[config.mk]
export PLATFORM = sky130hd
export DESIGN_NAME = rscr_regs
export DESIGN_NICKNAME = d
export VERILOG_FILES = /design/src/core/rscr_pkg.sv /design/src/core/rscr_reg8.sv /design/src/core/rscr_decode.sv /design/src/core/rscr_regs.sv
export SDC_FILE = /design/constraint.sdc
export NUM_CORES = 1
export LEC_CHECK = 0
export BUFFER_PORTS_ARGS = -buffer_cell sky130_fd_sc_hd__buf_2
export CAP_MARGIN = 10
export CORE_ASPECT_RATIO = 1.25
export CORE_MARGIN = 8
export CORE_UTILIZATION = 44
export CTS_CLUSTER_SIZE = 10
export DETAILED_ROUTE_END_ITERATION = 6
export GPL_ROUTABILITY_DRIVEN = 0
export PLACE_DENSITY = 0.74
export RECOVER_POWER = 50
export REMOVE_ABC_BUFFERS = 1
export SLEW_MARGIN = 15
export SYNTH_ARGS = -nofsm -noshare
export SYNTH_HDL_FRONTEND = slang
export SYNTH_SLANG_ARGS = --single-unit
[constraint.sdc]
create_clock -name sys_clk -period 1.02 [get_ports sys_clk]
set_input_delay 0.051 -clock sys_clk [delete_from_list [all_inputs] [get_ports sys_clk]]
set_output_delay 0.051 -clock sys_clk [all_outputs]
set_load 0.1 [all_outputs]
[src/core/rscr_pkg.sv]
// package for the reference and sequencer control register bank
// assumes an 8-bit register port with a 15-bit address, single clock domain
package rscr_pkg;

    // ************************************************************
    // register map
    // ************************************************************
    localparam logic [14:0] REF_CFG_ADDR = 15'h0021;
    localparam logic [14:0] SEQ_CFG_ADDR = 15'h0022;
    localparam logic [7:0]  REF_CFG_RST  = 8'h12;
    localparam logic [7:0]  SEQ_CFG_RST  = 8'h80;

    // ************************************************************
    // field positions
    // ************************************************************
    localparam int CLAMP_POLICY_BIT = 7;
    localparam int BYPASS_BIT       = 6;
    localparam int BOOST_BIT        = 5;
    localparam int RANGE_MSB        = 4;
    localparam int RANGE_LSB        = 2;
    localparam int HIZ_BIT          = 1;
    localparam int VBUF_EN_BIT      = 0;
    localparam int STD_SEQ_BIT      = 7;
    localparam int SLOT_MSB         = 6;

    localparam logic [2:0] RANGE_RST    = 3'h4;
    localparam logic [2:0] RANGE_MAX    = 3'h4;
    localparam logic [6:0] SLOT_CNT_RST = 7'h00;

    // ************************************************************
    // carriers
    // ************************************************************
    typedef struct packed {
        logic [14:0] addr;
        logic [7:0]  wdata;
        logic        wr;
        logic        rd;
    } rscr_req_t;

    typedef struct packed {
        logic       clamp_current_policy;
        logic       vbuffer_bypass_active;
        logic       vbuffer_boost_active;
        logic       vbuffer_enable_active;
        logic [2:0] reference_range;
        logic       reference_high_impedance_enable;
        logic       standard_sequencer_enable;
        logic [6:0] advanced_slot_count_minus_one;
        logic [7:0] advanced_slot_total;
    } rscr_ctrl_t;

endpackage

[src/core/rscr_reg8.sv]
// one 8-bit read/write register with a constant reset value
// assumes write enable already decoded on the same clock
`timescale 1ns/100ps
module rscr_reg8 #(
    parameter logic [7:0] RST = 8'h00
) (
    // clock and reset
    input  wire logic       sys_clk,
    input  wire logic       resetn,
    // write side
    input  wire logic       wen,
    input  wire logic [7:0] wdata,
    // stored value
    output logic      [7:0] q
);
    always_ff @(posedge sys_clk or negedge resetn)
    begin
        if (!resetn)
            q <= RST;
        else if (wen)
            q <= wdata;
    end
endmodule // rscr_reg8

[src/core/rscr_decode.sv]
// turns the stored register values into the control levels the analog units see
// assumes package variant strap is already stable and synchronised
`timescale 1ns/100ps
module rscr_decode (
    // stored registers
    input  wire logic [7:0]          ref_q,
    input  wire logic [7:0]          seq_q,
    // package variant
    input  wire logic                chip_scale_package_variant,
    // decoded controls
    output rscr_pkg::rscr_ctrl_t     next_ctrl
);
    always_comb
    begin
        next_ctrl.clamp_current_policy = ref_q[rscr_pkg::CLAMP_POLICY_BIT];
        // buffer bits are dead on the lead-frame variant
        next_ctrl.vbuffer_enable_active = chip_scale_package_variant
                                          & ref_q[rscr_pkg::VBUF_EN_BIT];
        // enabled buffer forces the bypass switch open
        next_ctrl.vbuffer_bypass_active = chip_scale_package_variant & ref_q[rscr_pkg::BYPASS_BIT]
                                          & ~ref_q[rscr_pkg::VBUF_EN_BIT];
        next_ctrl.vbuffer_boost_active = chip_scale_package_variant
                                         & ref_q[rscr_pkg::BOOST_BIT];
        next_ctrl.reference_range = ref_q[rscr_pkg::RANGE_MSB:rscr_pkg::RANGE_LSB];
        next_ctrl.reference_high_impedance_enable = ref_q[rscr_pkg::HIZ_BIT];
        next_ctrl.standard_sequencer_enable = seq_q[rscr_pkg::STD_SEQ_BIT];
        next_ctrl.advanced_slot_count_minus_one = seq_q[rscr_pkg::SLOT_MSB:0];
        next_ctrl.advanced_slot_total = {1'b0, seq_q[rscr_pkg::SLOT_MSB:0]} + 8'h01;
    end
endmodule // rscr_decode

[src/core/rscr_regs.sv]
// reference and sequencer configuration register bank, top level
// assumes a same-clock register port master; read data one cycle after the read strobe
//
// The implementer's own choice: the address-and-strobe port.
`timescale 1ns/100ps

// Notes on behaviour
// - reference configuration register at 0x0021, 8 bits, resets to 0x12
// - bit 7: 0 lowers reference current during clamping, 1 leaves it
// - bit 6 bypasses buffer, ignored while buffer enable is 1
// - bit 5 enables buffer boost mode, resets to 0
// - bypass, boost, enable act only on chip-scale variant; stored anyway
// - bits 4:2 reference range code, codes 0 to 4, resets to 4
// - bit 1 enables reference input high-impedance mode, resets to 1
// - bit 0 enables buffer, resets to 0, forces bypass switch open
// - sequencer configuration register at 0x0022, 8 bits, resets to 0x80
// - bit 7 enables standard sequencer, resets to 1
// - bits 6:0 advanced slot field; slot count is field plus one
module rscr_regs (
    // clock and reset
    input  wire logic                 sys_clk,
    input  wire logic                 resetn,
    // register port
    input  wire rscr_pkg::rscr_req_t  req,
    output logic      [7:0]           rdata,
    // package variant strap, from a pin
    input  wire logic                 chip_scale_package_variant,
    // controls to the analog and sequencer units
    output rscr_pkg::rscr_ctrl_t      ctrl,
    // range code outside the documented set
    output logic                      range_code_invalid
);

    // ************************************************************
    // strap synchroniser
    // ************************************************************
    logic variant_meta;
    logic variant_sync;

    always_ff @(posedge sys_clk or negedge resetn)
    begin
        if (!resetn)
        begin
            variant_meta <= 1'b0;
            variant_sync <= 1'b0;
        end
        else
        begin
            variant_meta <= chip_scale_package_variant;
            variant_sync <= variant_meta;
        end
    end

    // ************************************************************
    // write decode and storage
    // ************************************************************
    logic       ref_wen;
    logic       seq_wen;
    logic [7:0] ref_q;
    logic [7:0] seq_q;

    always_comb
    begin
        ref_wen = 1'b0;
        seq_wen = 1'b0;
        if (req.wr && req.addr == rscr_pkg::REF_CFG_ADDR)
            ref_wen = 1'b1;
        else if (req.wr && req.addr == rscr_pkg::SEQ_CFG_ADDR)
            seq_wen = 1'b1;
    end

    rscr_reg8 #(
        .RST   (rscr_pkg::REF_CFG_RST)
    ) u_ref (
        .sys_clk (sys_clk),
        .resetn  (resetn),
        .wen     (ref_wen),
        .wdata   (req.wdata),
        .q       (ref_q)
    );

    rscr_reg8 #(
        .RST   (rscr_pkg::SEQ_CFG_RST)
    ) u_seq (
        .sys_clk (sys_clk),
        .resetn  (resetn),
        .wen     (seq_wen),
        .wdata   (req.wdata),
        .q       (seq_q)
    );

    // ************************************************************
    // read path
    // ************************************************************
    logic [7:0] next_rdata;

    always_comb
    begin
        // unmapped addresses read as zero
        next_rdata = 8'h00;
        if (req.addr == rscr_pkg::REF_CFG_ADDR)
            next_rdata = ref_q;
        else if (req.addr == rscr_pkg::SEQ_CFG_ADDR)
            next_rdata = seq_q;
    end

    // data stands for one cycle only, zero otherwise
    always_ff @(posedge sys_clk or negedge resetn)
    begin
        if (!resetn)
            rdata <= 8'h00;
        else if (req.rd)
            rdata <= next_rdata;
        else
            rdata <= 8'h00;
    end

    // ************************************************************
    // control outputs
    // ************************************************************
    rscr_pkg::rscr_ctrl_t next_ctrl;

    rscr_decode u_dec (
        .ref_q                      (ref_q),
        .seq_q                      (seq_q),
        .chip_scale_package_variant (variant_sync),
        .next_ctrl                  (next_ctrl)
    );

    // registered so analog controls never glitch; one cycle behind storage
    always_ff @(posedge sys_clk or negedge resetn)
    begin
        if (!resetn)
        begin
            ctrl.clamp_current_policy            <= 1'b0;
            ctrl.vbuffer_bypass_active           <= 1'b0;
            ctrl.vbuffer_boost_active            <= 1'b0;
            ctrl.vbuffer_enable_active           <= 1'b0;
            ctrl.reference_range                 <= rscr_pkg::RANGE_RST;
            ctrl.reference_high_impedance_enable <= 1'b1;
            ctrl.standard_sequencer_enable       <= 1'b1;
            ctrl.advanced_slot_count_minus_one   <= rscr_pkg::SLOT_CNT_RST;
            ctrl.advanced_slot_total             <= 8'h01;
        end
        else
            ctrl <= next_ctrl;
    end

    // software's duty to pick a valid code; flag it rather than guess
    always_ff @(posedge sys_clk or negedge resetn)
    begin
        if (!resetn)
            range_code_invalid <= 1'b0;
        else
            range_code_invalid <= next_ctrl.reference_range > rscr_pkg::RANGE_MAX;
    end

    // ************************************************************
    // assertions
    // ************************************************************
    a_ref_readback: assert property (@(posedge sys_clk) disable iff (!resetn)
        req.wr && req.addr == rscr_pkg::REF_CFG_ADDR ##1 req.rd && req.addr == rscr_pkg::REF_CFG_ADDR
        |=> rdata == $past(req.wdata, 2))
        else $error("reference register read back differs from write");

    a_seq_readback: assert property (@(posedge sys_clk) disable iff (!resetn)
        req.wr && req.addr == rscr_pkg::SEQ_CFG_ADDR ##1 req.rd && req.addr == rscr_pkg::SEQ_CFG_ADDR
        |=> rdata == $past(req.wdata, 2))
        else $error("sequencer register read back differs from write");

    a_bypass_blocked: assert property (@(posedge sys_clk) disable iff (!resetn)
        ref_q[rscr_pkg::VBUF_EN_BIT] |=> !ctrl.vbuffer_bypass_active)
        else $error("bypass active while buffer enabled");

    a_lead_frame_dead: assert property (@(posedge sys_clk) disable iff (!resetn)
        !variant_sync |=> !ctrl.vbuffer_boost_active && !ctrl.vbuffer_enable_active
                          && !ctrl.vbuffer_bypass_active)
        else $error("buffer controls active on lead-frame variant");

    a_boost_follows: assert property (@(posedge sys_clk) disable iff (!resetn)
        variant_sync && ref_wen && req.wdata[rscr_pkg::BOOST_BIT] ##1 variant_sync
        |=> ctrl.vbuffer_boost_active)
        else $error("boost not applied after write");

    a_slot_total: assert property (@(posedge sys_clk) disable iff (!resetn)
        ctrl.advanced_slot_total == {1'b0, ctrl.advanced_slot_count_minus_one} + 8'h01)
        else $error("slot total not field plus one");

    a_range_follows: assert property (@(posedge sys_clk) disable iff (!resetn)
        ref_wen |=> ##1 ctrl.reference_range == $past(req.wdata[4:2], 2))
        else $error("range code not applied");

    a_clamp_follows: assert property (@(posedge sys_clk) disable iff (!resetn)
        ##1 ctrl.clamp_current_policy == $past(ref_q[7]))
        else $error("clamp policy mismatch");

    a_hiz_follows: assert property (@(posedge sys_clk) disable iff (!resetn)
        ##1 ctrl.reference_high_impedance_enable == $past(ref_q[1]))
        else $error("high impedance enable mismatch");

    a_stdseq_follows: assert property (@(posedge sys_clk) disable iff (!resetn)
        ##1 ctrl.standard_sequencer_enable == $past(seq_q[7]))
        else $error("standard sequencer enable mismatch");

    a_unmapped_zero: assert property (@(posedge sys_clk) disable iff (!resetn)
        req.rd && req.addr != rscr_pkg::REF_CFG_ADDR && req.addr != rscr_pkg::SEQ_CFG_ADDR
        |=> rdata == 8'h00)
        else $error("unmapped read not zero");

    // ************************************************************
    // storage and read port
    // ************************************************************
    a_ref_write_lands: assert property (@(posedge sys_clk) disable iff (!resetn)
        ref_wen
        |=> ref_q == $past(req.wdata))
        else $error("reference register did not take the write");

    a_seq_write_lands: assert property (@(posedge sys_clk) disable iff (!resetn)
        seq_wen
        |=> seq_q == $past(req.wdata))
        else $error("sequencer register did not take the write");

    // a stray write elsewhere must never disturb stored values
    a_ref_holds: assert property (@(posedge sys_clk) disable iff (!resetn)
        !ref_wen
        |=> $stable(ref_q))
        else $error("reference register changed without a write");

    a_seq_holds: assert property (@(posedge sys_clk) disable iff (!resetn)
        !seq_wen
        |=> $stable(seq_q))
        else $error("sequencer register changed without a write");

    a_ref_read_value: assert property (@(posedge sys_clk) disable iff (!resetn)
        req.rd && req.addr == rscr_pkg::REF_CFG_ADDR
        |=> rdata == $past(ref_q))
        else $error("reference register read returned wrong value");

    a_seq_read_value: assert property (@(posedge sys_clk) disable iff (!resetn)
        req.rd && req.addr == rscr_pkg::SEQ_CFG_ADDR
        |=> rdata == $past(seq_q))
        else $error("sequencer register read returned wrong value");

    // read data must not linger, or a poll could see a stale byte
    a_rdata_idle_zero: assert property (@(posedge sys_clk) disable iff (!resetn)
        !req.rd
        |=> rdata == 8'h00)
        else $error("read data present without a read");

    // ************************************************************
    // decoded controls
    // ************************************************************
    // lead-frame gating shows here; the enable override is checked by a_bypass_blocked
    a_enable_follows: assert property (@(posedge sys_clk) disable iff (!resetn)
        ##1 ctrl.vbuffer_enable_active
            == $past(variant_sync && ref_q[rscr_pkg::VBUF_EN_BIT]))
        else $error("buffer enable control mismatch");

    a_bypass_applied: assert property (@(posedge sys_clk) disable iff (!resetn)
        variant_sync && ref_q[rscr_pkg::BYPASS_BIT] && !ref_q[rscr_pkg::VBUF_EN_BIT]
        |=> ctrl.vbuffer_bypass_active)
        else $error("bypass not applied on chip-scale variant");

    a_boost_off: assert property (@(posedge sys_clk) disable iff (!resetn)
        !ref_q[rscr_pkg::BOOST_BIT]
        |=> !ctrl.vbuffer_boost_active)
        else $error("boost active while its bit is clear");

    a_slot_follows: assert property (@(posedge sys_clk) disable iff (!resetn)
        ##1 ctrl.advanced_slot_count_minus_one
            == $past(seq_q[rscr_pkg::SLOT_MSB:0]))
        else $error("slot field mismatch");

    a_total_follows: assert property (@(posedge sys_clk) disable iff (!resetn)
        ##1 ctrl.advanced_slot_total
            == {1'b0, $past(seq_q[rscr_pkg::SLOT_MSB:0])} + 8'h01)
        else $error("slot total does not follow the stored field");

    // the range code steers analog trims; it must not move between writes
    a_range_held: assert property (@(posedge sys_clk) disable iff (!resetn)
        !ref_wen
        |=> ##1 $stable(ctrl.reference_range))
        else $error("range code moved without a write");

    // flag only reports; picking a valid code stays with software
    a_range_flag_follows: assert property (@(posedge sys_clk) disable iff (!resetn)
        ##1 range_code_invalid
            == ($past(ref_q[rscr_pkg::RANGE_MSB:rscr_pkg::RANGE_LSB]) > rscr_pkg::RANGE_MAX))
        else $error("range code flag mismatch");

    c_ref_write: cover property (@(posedge sys_clk) disable iff (!resetn) ref_wen);
    c_seq_write: cover property (@(posedge sys_clk) disable iff (!resetn) seq_wen);
    c_bypass_on: cover property (@(posedge sys_clk) disable iff (!resetn) ctrl.vbuffer_bypass_active);
    c_bad_range: cover property (@(posedge sys_clk) disable iff (!resetn) range_code_invalid);
    c_slot_full: cover property (@(posedge sys_clk) disable iff (!resetn) ctrl.advanced_slot_total == 8'h80);

endmodule // rscr_regs

==> flow_metrics.py, run 1 <==
metrics = {
    "worst_setup_path": {
        "crit_end": "u_seq.q[0]",
        "worst_r2r_endpoint": "ctrl[6]",
        "crit_path_max_fanout": 8,
        "end_kind": "flip-flop",
        "critical_path_class": "input port to flip-flop",
        "critPathRequiredTime_ps": 1210,
        "cp_data_arrival_time_ps": 1440,
        "critPathMostFrequentCell": "nor4b_4",
        "r2r_slack_ps": -130,
        "crit_chain": "buf_2, nor4b_4, nand4_2, nor4b_4, buf_6, mux2_2",
        "crit_start": "req[14]",
        "r2r_start": "u_seq.q[0]",
        "worst_r2r_path_depth": 4,
        "max_stage_delay_ps": 350,
        "cp_slowest_cell": "mux2_2",
        "cp-start-kind": "input port",
    },
    "detailed_routing": {
        "wire_per_inst_um": 19.5,
        "firstDrtPassIters": 4,
        "drt_wl_total_mm": 5.11,
        "drt-met1-wl_mm": 1.87,
        "wl_met2_mm": 2.78,
        "dr.first_iter.drc_count": 65,
        "vias": 1316,
        "remaining_drc_errors": 0,
        "topRoutingLayerUsed": "met4",
        "wl_met3_um": 345,
        "drt-vias-per-instance": 5.02,
        "antenna_left": 0,
    },
    "floorplan": {
        "die_w_um": 73.6,
        "fp.dieH_um": 88.0,
        "start_util_pct": 45.2,
        "die_area_um2": 6470,
        "num_rows": 26,
        "design.core.area_um2": 4030,
        "num_io_pins": 61,
    },
    "grt": {
        "gr-total-overflow": 0,
        "grt_pass1_wl_mm": 7.79,
        "track_usage_pct": 16.7,
        "grt_pass1_vias": 1496,
        "antenna_found_initial": 0,
        "grt_max_degree": 52,
    },
    "yosys": {
        "synth-seq-area-share_pct": 70.5,
        "yosysUniqueCellTypes": 25,
        "yosys-top-cells-count": "dfrtp_1, mux2_2, nor2_1",
        "synth_top_area_share_pct": 60.4,
        "syn-cell-area_um2": 1820,
        "synth_cells": 116,
        "yosysMostFrequentCell": "dfrtp_1",
        "synthTopCellsByArea": "dfrtp_1, dfstp_2, mux2_2",
        "ys_warn_count": 0,
        "ys_async_sr_fraction_pct": 100,
        "synth-seq-cells": 51,
        "synth_ff_type": "dfrtp_1",
        "synth_edf_count": 0,
        "synth_area_leader_cell": "dfrtp_1",
        "avgSynthCellArea_um2": 15.7,
    },
    "clock_network": {
        "cts.htree.levels": 2,
        "clkSlewWorstSetupHoldPaths_ps": 80,
        "cts_tree": "built",
        "cts_root_buf": "clkbuf_8",
        "cts_max_path_buffers": 2,
        "clk_latency_ps": 310,
        "numCtsBuffers": 5,
        "cts.sink_count": 51,
    },
    "power": {
        "power_density_nw_per_um2": 1160,
        "total_power_mw": 3.62,
        "peakVddDrop_mv": 0.864,
        "p_leak_nw": 1.48,
    },
    "timing": {
        "rsz0062_at_grt": "yes",
        "setup_viol": 24,
        "worst_slack_ps": -227,
        "finalMaxSlewViolations": 0,
        "min_period_ps": 1250,
        "fin_setup_tns_ps": -3090,
        "worst_clock_skew_ps": 11.2,
        "slew_headroom_pct": 56.9,
        "worst_pin_slew_ps": 646,
        "hold_viol_final": 0,
        "period_share_pct": 122,
        "max_freq_mhz": 802,
    },
    "run": {
        "drv_cap": 0,
    },
    "finish": {
        "drive_above_1_share_pct": 59.7,
        "multi_input_area_um2": 622,
        "fill_cells": 216,
        "antennaDiodeCount": 0,
        "final-seq-area_um2": 1280,
        "nNetsFinal": 234,
        "utilization_pct": 77.7,
        "syn_to_final_growth_pct": 71.9,
    },
    "status": {
        "status": "finished, violations left",
        "violations": "setup timing",
    },
    "hold_path": {
        "holdPathStages": 2,
        "worstHoldPathType": "input port to flip-flop",
    },
    "placement": {
        "port_buffers": 60,
        "post-dp-hpwl_mm": 3.27,
    },
}
-- sequential cells by signal, indices dropped and copies added (netlist names) --
name / flops
ctrl: 24
rdata: 8
variant_meta: 1
variant_sync: 1
u_seq.q: 8
u_ref.q: 8
range_code_invalid: 1
-- report_power, final --
| group | switching [mW] | internal, mW |
|---|---|---|
| Clock | 0.674 | 0.731 |
| Sequential | 0.00306 | 2.03 |
| Combinational | 0.0999 | 0.0851 |
-- worst min-delay path by stage --
stage | start | end | slack, ps
floorplan | resetn | ctrl[10] | -240
global placement | resetn | ctrl[20] | 50
detailed placement | resetn | ctrl[20] | 60
CTS | req[6] | u_ref.q[4] | 0.9
global route | req[2] | u_ref.q[0] | -0.4
finish | req[6] | u_ref.q[4] | 6
-- per-stage QoR --
stage	worst slack, ps	cell area (um^2)	cells	hold WS, ps
after floorplan	-416	1810	114	-245
final	-227	3130	262	5.57
after CTS	-197	3080	261	0.884
after global routing	-291	3130	262	-0.364
after detailed placement	-569	2790	243	56.4
after global placement	-482	2790	243	47.4
-- cell families (layout without fill, tap and decap cells) --
| group | count (synthesis) | count (layout) | share of synthesized area, % |
|---|---|---|---|
| AO/OA/AOI/OAI | 9 | 9 | 3.71 |
| XOR/XNOR | 5 | 5 | 2.40 |
| adder cells (fa/ha/maj) | 1 | 1 | 0.686 |
| buffers and inverters | 5 | 95 | 1.10 |
| flip-flops | 51 | 51 | 70.5 |
| multiplexers | 16 | 16 | 9.88 |
| AND/OR/NAND/NOR | 29 | 29 | 11.7 |
-- repair_timing --
item / 4_1_cts / 5_1_grt
pin swaps: 5 / 6
cloned: 0 / 0
buffers inserted: 5 / 3
hold buffers: 5 / 1
resized for setup: 21 / 12
endpoints found under the setup margin: 23 / 26
hold endpoints to repair: 58 / 2
-- per-layer routing --
layer	GRT usage, %	vias to the layer above
met5	0	-
met4	10.6	0
met3	6.07	8
met2	28.0	54
met1	17.1	674
li1	-	580
-- placed cells by master, fill, tap and decap left out, types with 2 or more instances in the layout --
master         netlist  layout
dfrtp_1             44      44
buf_12               0      33
buf_2                1      24
mux2_4               0      11
buf_4                0      11
nor2_1              10      10
buf_6                0       9
a22oi_1              8       8
dfstp_2              7       7
dlygate4sd3_1        0       6
mux2_2              16       5
clkbuf_8             0       5
xnor2_2              0       3
inv_1                3       3
and3_4               0       2
nand3_4              0       2
xor2_1               2       2
nor4b_4              2       2
and2_1               2       2
-- critical path: cells and delay by family --
kind	cells	cell delay, ps
muxes	1	350
and+or+nand+nor	3	730
buffers and inverters	2	300
-- cell type report --
type,count,area share (%)
multi-input combinational,60,19.8
inverter,3,0.359
sequential,51,41.0
tap,56,2.24
clock inverter,3,1.40
timing repair buffer,84,32.9
clock buffer,5,2.20
No activity file was read; power rests on OpenSTA's default activity.
==> inputs of run 2 (changes only) <==
CTS_BUF_LIST = sky130_fd_sc_hd__clkbuf_16   (was default)
==> flow_metrics.py, run 2 (same netlist as run 1, synthesis figures left out) <==
metrics = {
    "status": {
        "status": "finished, violations left",
        "violations": "setup timing",
    },
    "worst_setup_path": {
        "critPathRequiredTime_ps": 1190,
        "cp-start-kind": "input port",
        "cp_slowest_cell": "mux2_2",
        "max_stage_delay_ps": 340,
        "worst_r2r_endpoint": "ctrl[6]",
        "path_buf_inv": 2,
        "worst_r2r_path_depth": 4,
        "critPathMostFrequentCell": "nor4b_4",
        "end_kind": "flip-flop",
        "r2r_start": "u_seq.q[0]",
        "crit_chain": "buf_2, nor4b_4, nand4_2, nor4b_4, buf_6, mux2_2",
        "critical_path_class": "input port to flip-flop",
        "crit_path_max_fanout": 8,
        "cp_data_arrival_time_ps": 1420,
        "r2r_slack_ps": -120,
        "crit_family": "simple AND/OR/NAND/NOR gates",
    },
    "timing": {
        "fin_setup_tns_ps": -3470,
        "hold_slack_ps": 19.3,
        "max_freq_mhz": 798,
        "worst_pin_slew_ps": 666,
        "worst_clock_skew_ps": 3.86,
        "worst_slack_ps": -234,
        "slew_headroom_pct": 55.6,
        "setup_viol": 25,
        "period_share_pct": 123,
        "min_period_ps": 1250,
        "hold_viol_final": 0,
        "finalMaxSlewViolations": 0,
        "rsz0062_at_grt": "yes",
    },
    "finish": {
        "layout_common_cells": "dfrtp_1, buf_12, buf_2, buf_4",
        "nNetsFinal": 233,
        "syn_to_final_growth_pct": 74.9,
        "antennaDiodeCount": 0,
        "mostFrequentLayoutCell": "dfrtp_1",
        "top_register": "ctrl",
        "drive_above_1_share_pct": 62.0,
        "largest_register_ffs": 24,
    },
    "clock_network": {
        "numCtsBuffers": 5,
        "cts_root_buf": "clkbuf_16",
        "clkSlewWorstSetupHoldPaths_ps": 60,
        "cts_max_path_buffers": 2,
        "cts_tree": "built",
        "cts.sink_count": 51,
        "cts.htree.levels": 2,
        "clk_latency_ps": 290,
    },
    "placement": {
        "place_ws_ps": -569,
        "post-dp-hpwl_mm": 3.27,
        "port_buffers": 60,
    },
    "power": {
        "p_sw_uw": 797,
        "peakVddDrop_mv": 1.04,
        "power.share.clock_pct": 45.6,
        "swShare_pct": 19.7,
        "combPwrFrac_pct": 4.3,
        "p_leak_nw": 1.50,
        "total_power_mw": 4.06,
        "power_density_nw_per_um2": 1270,
        "internal_power_mw": 3.26,
        "power_frac_seq_pct": 50.1,
    },
    "floorplan": {
        "design.core.area_um2": 4030,
        "die_area_um2": 6470,
        "start_util_pct": 45.2,
        "num_rows": 26,
        "num_io_pins": 61,
        "fp.dieH_um": 88.0,
        "die_w_um": 73.6,
    },
    "detailed_routing": {
        "vias": 1306,
        "dr.first_iter.drc_count": 40,
        "drt_wl_total_mm": 4.91,
        "remaining_drc_errors": 0,
        "drt-vias-per-instance": 5.00,
        "antenna_left": 0,
        "wire_per_inst_um": 18.8,
        "firstDrtPassIters": 4,
    },
    "hold_path": {
        "holdPathStages": 2,
        "worstHoldPathType": "input port to flip-flop",
        "holdCritStartpoint": "req[8]",
        "holdPathEnd": "u_ref.q[6]",
    },
    "grt": {
        "grt_pass1_vias": 1479,
        "gr-total-overflow": 0,
        "antenna_found_initial": 0,
        "track_usage_pct": 15.7,
        "grt_max_degree": 52,
        "grt_pass1_wl_mm": 7.53,
    },
    "run": {
        "drv_cap": 0,
    },
}
==> run 2: changes by cell type in the layout (fill, tap and decap cells not counted), sizes merged <==
cell / previous run / this run
buf: 77 / 80
dlygate4sd3: 6 / 2
==> run 2: timing repair <==
| item | CTS | global route |
|---|---|---|
| setup buffers | 5 | 6 |
| setup endpoints to repair | 23 | 30 |
| hold buffers | 2 | 0 |
| resized for setup | 25 | 11 |
| hold endpoints to repair | 47 | 0 |
| pin swaps | 5 | 10 |
==> run 2: power by group through the flow <==
stage               logic (mW)  clock network [mW]  registers, mW
finish                   0.174                1.85           2.03
global route             0.191                1.94           2.03
CTS                      0.181                1.87           2.03
detailed placement       0.165                   0           2.07
global placement         0.156                   0           2.07
floorplan               0.0264                   0           2.07
==> run 2: layout make-up <==
cell class / count / area, um^2
Sequential cell: 51 / 1280
Multi-Input combinational cell: 60 / 636
Clock buffer: 5 / 125
Timing Repair Buffer: 83 / 1020
Fill cell: 210 / 845
Clock inverter: 3 / 43.8
Tap cell: 56 / 70.1
Inverter: 3 / 11.3
==> run 2: metal layers <==
layer / share of wire [%] / global-route usage [%] / vias up
li1: - / - / 579
met1: 36 / 15.1 / 659
met2: 54 / 27.9 / 55
met3: 7.3 / 5.73 / 13
met4: 2.9 / 8.56 / 0
met5: 0 / 0 / -
==> run 2: how the worst max path moves through the flow <==
| stage | start | to | cells after the start |
|---|---|---|---|
| 2_1_floorplan | req[19] | u_seq.q[0] | 4 |
| 3_3_place_gp | req[19] | u_seq.q[1] | 6 |
| 3_5_place_dp | req[24] | u_seq.q[5] | 6 |
| 4_1_cts | req[19] | u_seq.q[4] | 6 |
| 5_1_grt | req[19] | u_seq.q[2] | 6 |
| 6_report | req[14] | u_seq.q[4] | 6 |
==> run 2: through the flow <==
step / instances / utilization [%] / cell area (um^2)
floorplan: 114 / - / 1810
global placement: 243 / 69.2 / 2790
detailed placement: 243 / 69.2 / 2790
CTS: 258 / 77.7 / 3130
global route: 261 / 79.1 / 3190
finish: 261 / 79.1 / 3190
==> inputs of run 3 (changes only) <==
CORE_UTILIZATION = 45   (was 44)
CTS_BUF_LIST = sky130_fd_sc_hd__clkbuf_2   (was sky130_fd_sc_hd__clkbuf_16)
PLACE_DENSITY = 0.83   (was 0.74)
==> flow_metrics.py, run 3 (same netlist as run 1, synthesis figures left out) <==
metrics = {
    "floorplan": {
        "die_area_um2": 6360,
        "die_w_um": 72.9,
        "fp.dieH_um": 87.2,
        "design.core.area_um2": 4000,
        "num_rows": 26,
        "start_util_pct": 45.6,
        "num_io_pins": 61,
    },
    "placement": {
        "placed_area_um2": 2800,
        "port_buffers": 60,
        "post-dp-hpwl_mm": 3.51,
    },
    "finish": {
        "largest_register_ffs": 24,
        "layout_common_cells": "dfrtp_1, buf_12, buf_2, mux2_4, buf_4",
        "top_register": "ctrl",
        "syn_to_final_growth_pct": 72.9,
        "mostFrequentLayoutCell": "dfrtp_1",
        "drive_above_1_share_pct": 59.4,
        "stdcell_area_um2": 3150,
        "utilization_pct": 78.8,
        "nNetsFinal": 240,
    },
    "clock_network": {
        "clkSlewWorstSetupHoldPaths_ps": 240,
        "cts.htree.levels": 2,
        "cts_max_path_buffers": 2,
        "cts_root_buf": "clkbuf_2",
        "numCtsBuffers": 5,
        "clk_latency_ps": 430,
        "cts_tree": "built",
        "cts.sink_count": 51,
    },
    "detailed_routing": {
        "dr.first_iter.drc_count": 53,
        "remaining_drc_errors": 0,
        "vias": 1362,
        "wire_per_inst_um": 20.0,
        "firstDrtPassIters": 4,
        "drt-vias-per-instance": 5.06,
        "drt_wl_total_mm": 5.37,
        "antenna_left": 0,
    },
    "worst_setup_path": {
        "cp_slowest_cell": "dfstp_2",
        "cp-start-kind": "flip-flop",
        "end_kind": "output port",
        "cp_data_arrival_time_ps": 1200,
        "path_buf_inv": 1,
        "crit_family": "flip-flops",
        "critPathRequiredTime_ps": 970,
        "r2r_start": "u_seq.q[1]",
        "crit_chain": "buf_12",
        "max_stage_delay_ps": 600,
        "worst_r2r_path_depth": 4,
        "worst_r2r_endpoint": "ctrl[6]",
        "critical_path_class": "flip-flop to output port",
        "crit_path_max_fanout": 1,
        "r2r_slack_ps": -110,
    },
    "power": {
        "power_density_nw_per_um2": 963,
        "power_frac_seq_pct": 67.1,
        "combPwrFrac_pct": 7.0,
        "p_sw_uw": 727,
        "swShare_pct": 24.0,
        "peakVddDrop_mv": 0.755,
        "total_power_mw": 3.03,
        "power.share.clock_pct": 25.9,
        "p_leak_nw": 1.47,
        "internal_power_mw": 2.31,
    },
    "timing": {
        "rsz0062_at_grt": "yes",
        "max_freq_mhz": 798,
        "hold_viol_final": 0,
        "setup_viol": 54,
        "fin_setup_tns_ps": -5060,
        "hold_slack_ps": 33.6,
        "worst_slack_ps": -233,
        "worst_clock_skew_ps": 23.2,
        "worst_pin_slew_ps": 770,
        "period_share_pct": 123,
        "finalMaxSlewViolations": 0,
        "slew_headroom_pct": 48.6,
        "min_period_ps": 1250,
    },
    "grt": {
        "gr-total-overflow": 0,
        "grt_pass1_wl_mm": 7.85,
        "track_usage_pct": 16.9,
        "grt_max_degree": 52,
        "grt_pass1_vias": 1559,
        "antenna_found_initial": 1,
    },
    "status": {
        "violations": "setup timing",
        "status": "finished, violations left",
    },
    "hold_path": {
        "holdCritStartpoint": "req[22]",
        "worstHoldPathType": "input port to flip-flop",
        "holdPathStages": 5,
        "holdPathEnd": "rdata[2]",
    },
    "run": {
        "drv_cap": 0,
    },
}
run 3: per-layer routing:
| layer | up-vias | GRT usage [%] | wire [um] |
|---|---|---|---|
| met2 | 62 | 32.6 | 3200 |
| li1 | 595 | - | - |
| met4 | 0 | 10.6 | 159 |
| met5 | - | 0 | 0 |
| met3 | 11 | 5.41 | 305 |
| met1 | 694 | 14.0 | 1710 |
run 3: how the worst max path moves through the flow:
stage                   from  depth (start not counted)    endpoint  slack, ps
finish              ctrl[16]                          1    ctrl[16]       -230
floorplan            req[19]                          4  u_seq.q[0]       -420
CTS                  ctrl[0]                          1     ctrl[0]       -240
global route         ctrl[0]                          1     ctrl[0]       -290
detailed placement   req[24]                          6  u_seq.q[4]       -600
global placement     req[24]                          6  u_seq.q[1]       -490
run 3: cell type report:
class | count | area, um^2
repair buffers | 90 | 1090
diodes | 1 | 2.50
fillers | 218 | 850
clock inverters | 2 | 12.5
inverters | 3 | 11.3
well taps | 56 | 70.1
multi-input cells | 60 | 647
flip-flops and latches | 51 | 1280
clock buffers | 6 | 30.0
run 3: power by group through the flow:
stage	registers [mW]	logic, mW	clock network [mW]
global route	2.04	0.229	0.868
detailed placement	2.07	0.165	0
finish	2.04	0.212	0.786
floorplan	2.07	0.0264	0
global placement	2.07	0.159	0
CTS	2.04	0.209	0.789
run 3: per-stage QoR:
step,setup slack [ps],cells
after floorplan,-416,114
after global placement,-491,244
after detailed placement,-600,244
after CTS,-243,266
after global routing,-287,269
final,-233,269
run 3: timing repair:
item                                    4_1_cts  5_1_grt
resized for setup                            26       13
endpoints found under the hold margin        68        0
endpoints found under the setup margin       47       56
buffers inserted                              4        2
pin swaps                                     8        7
hold buffers                                 10        0
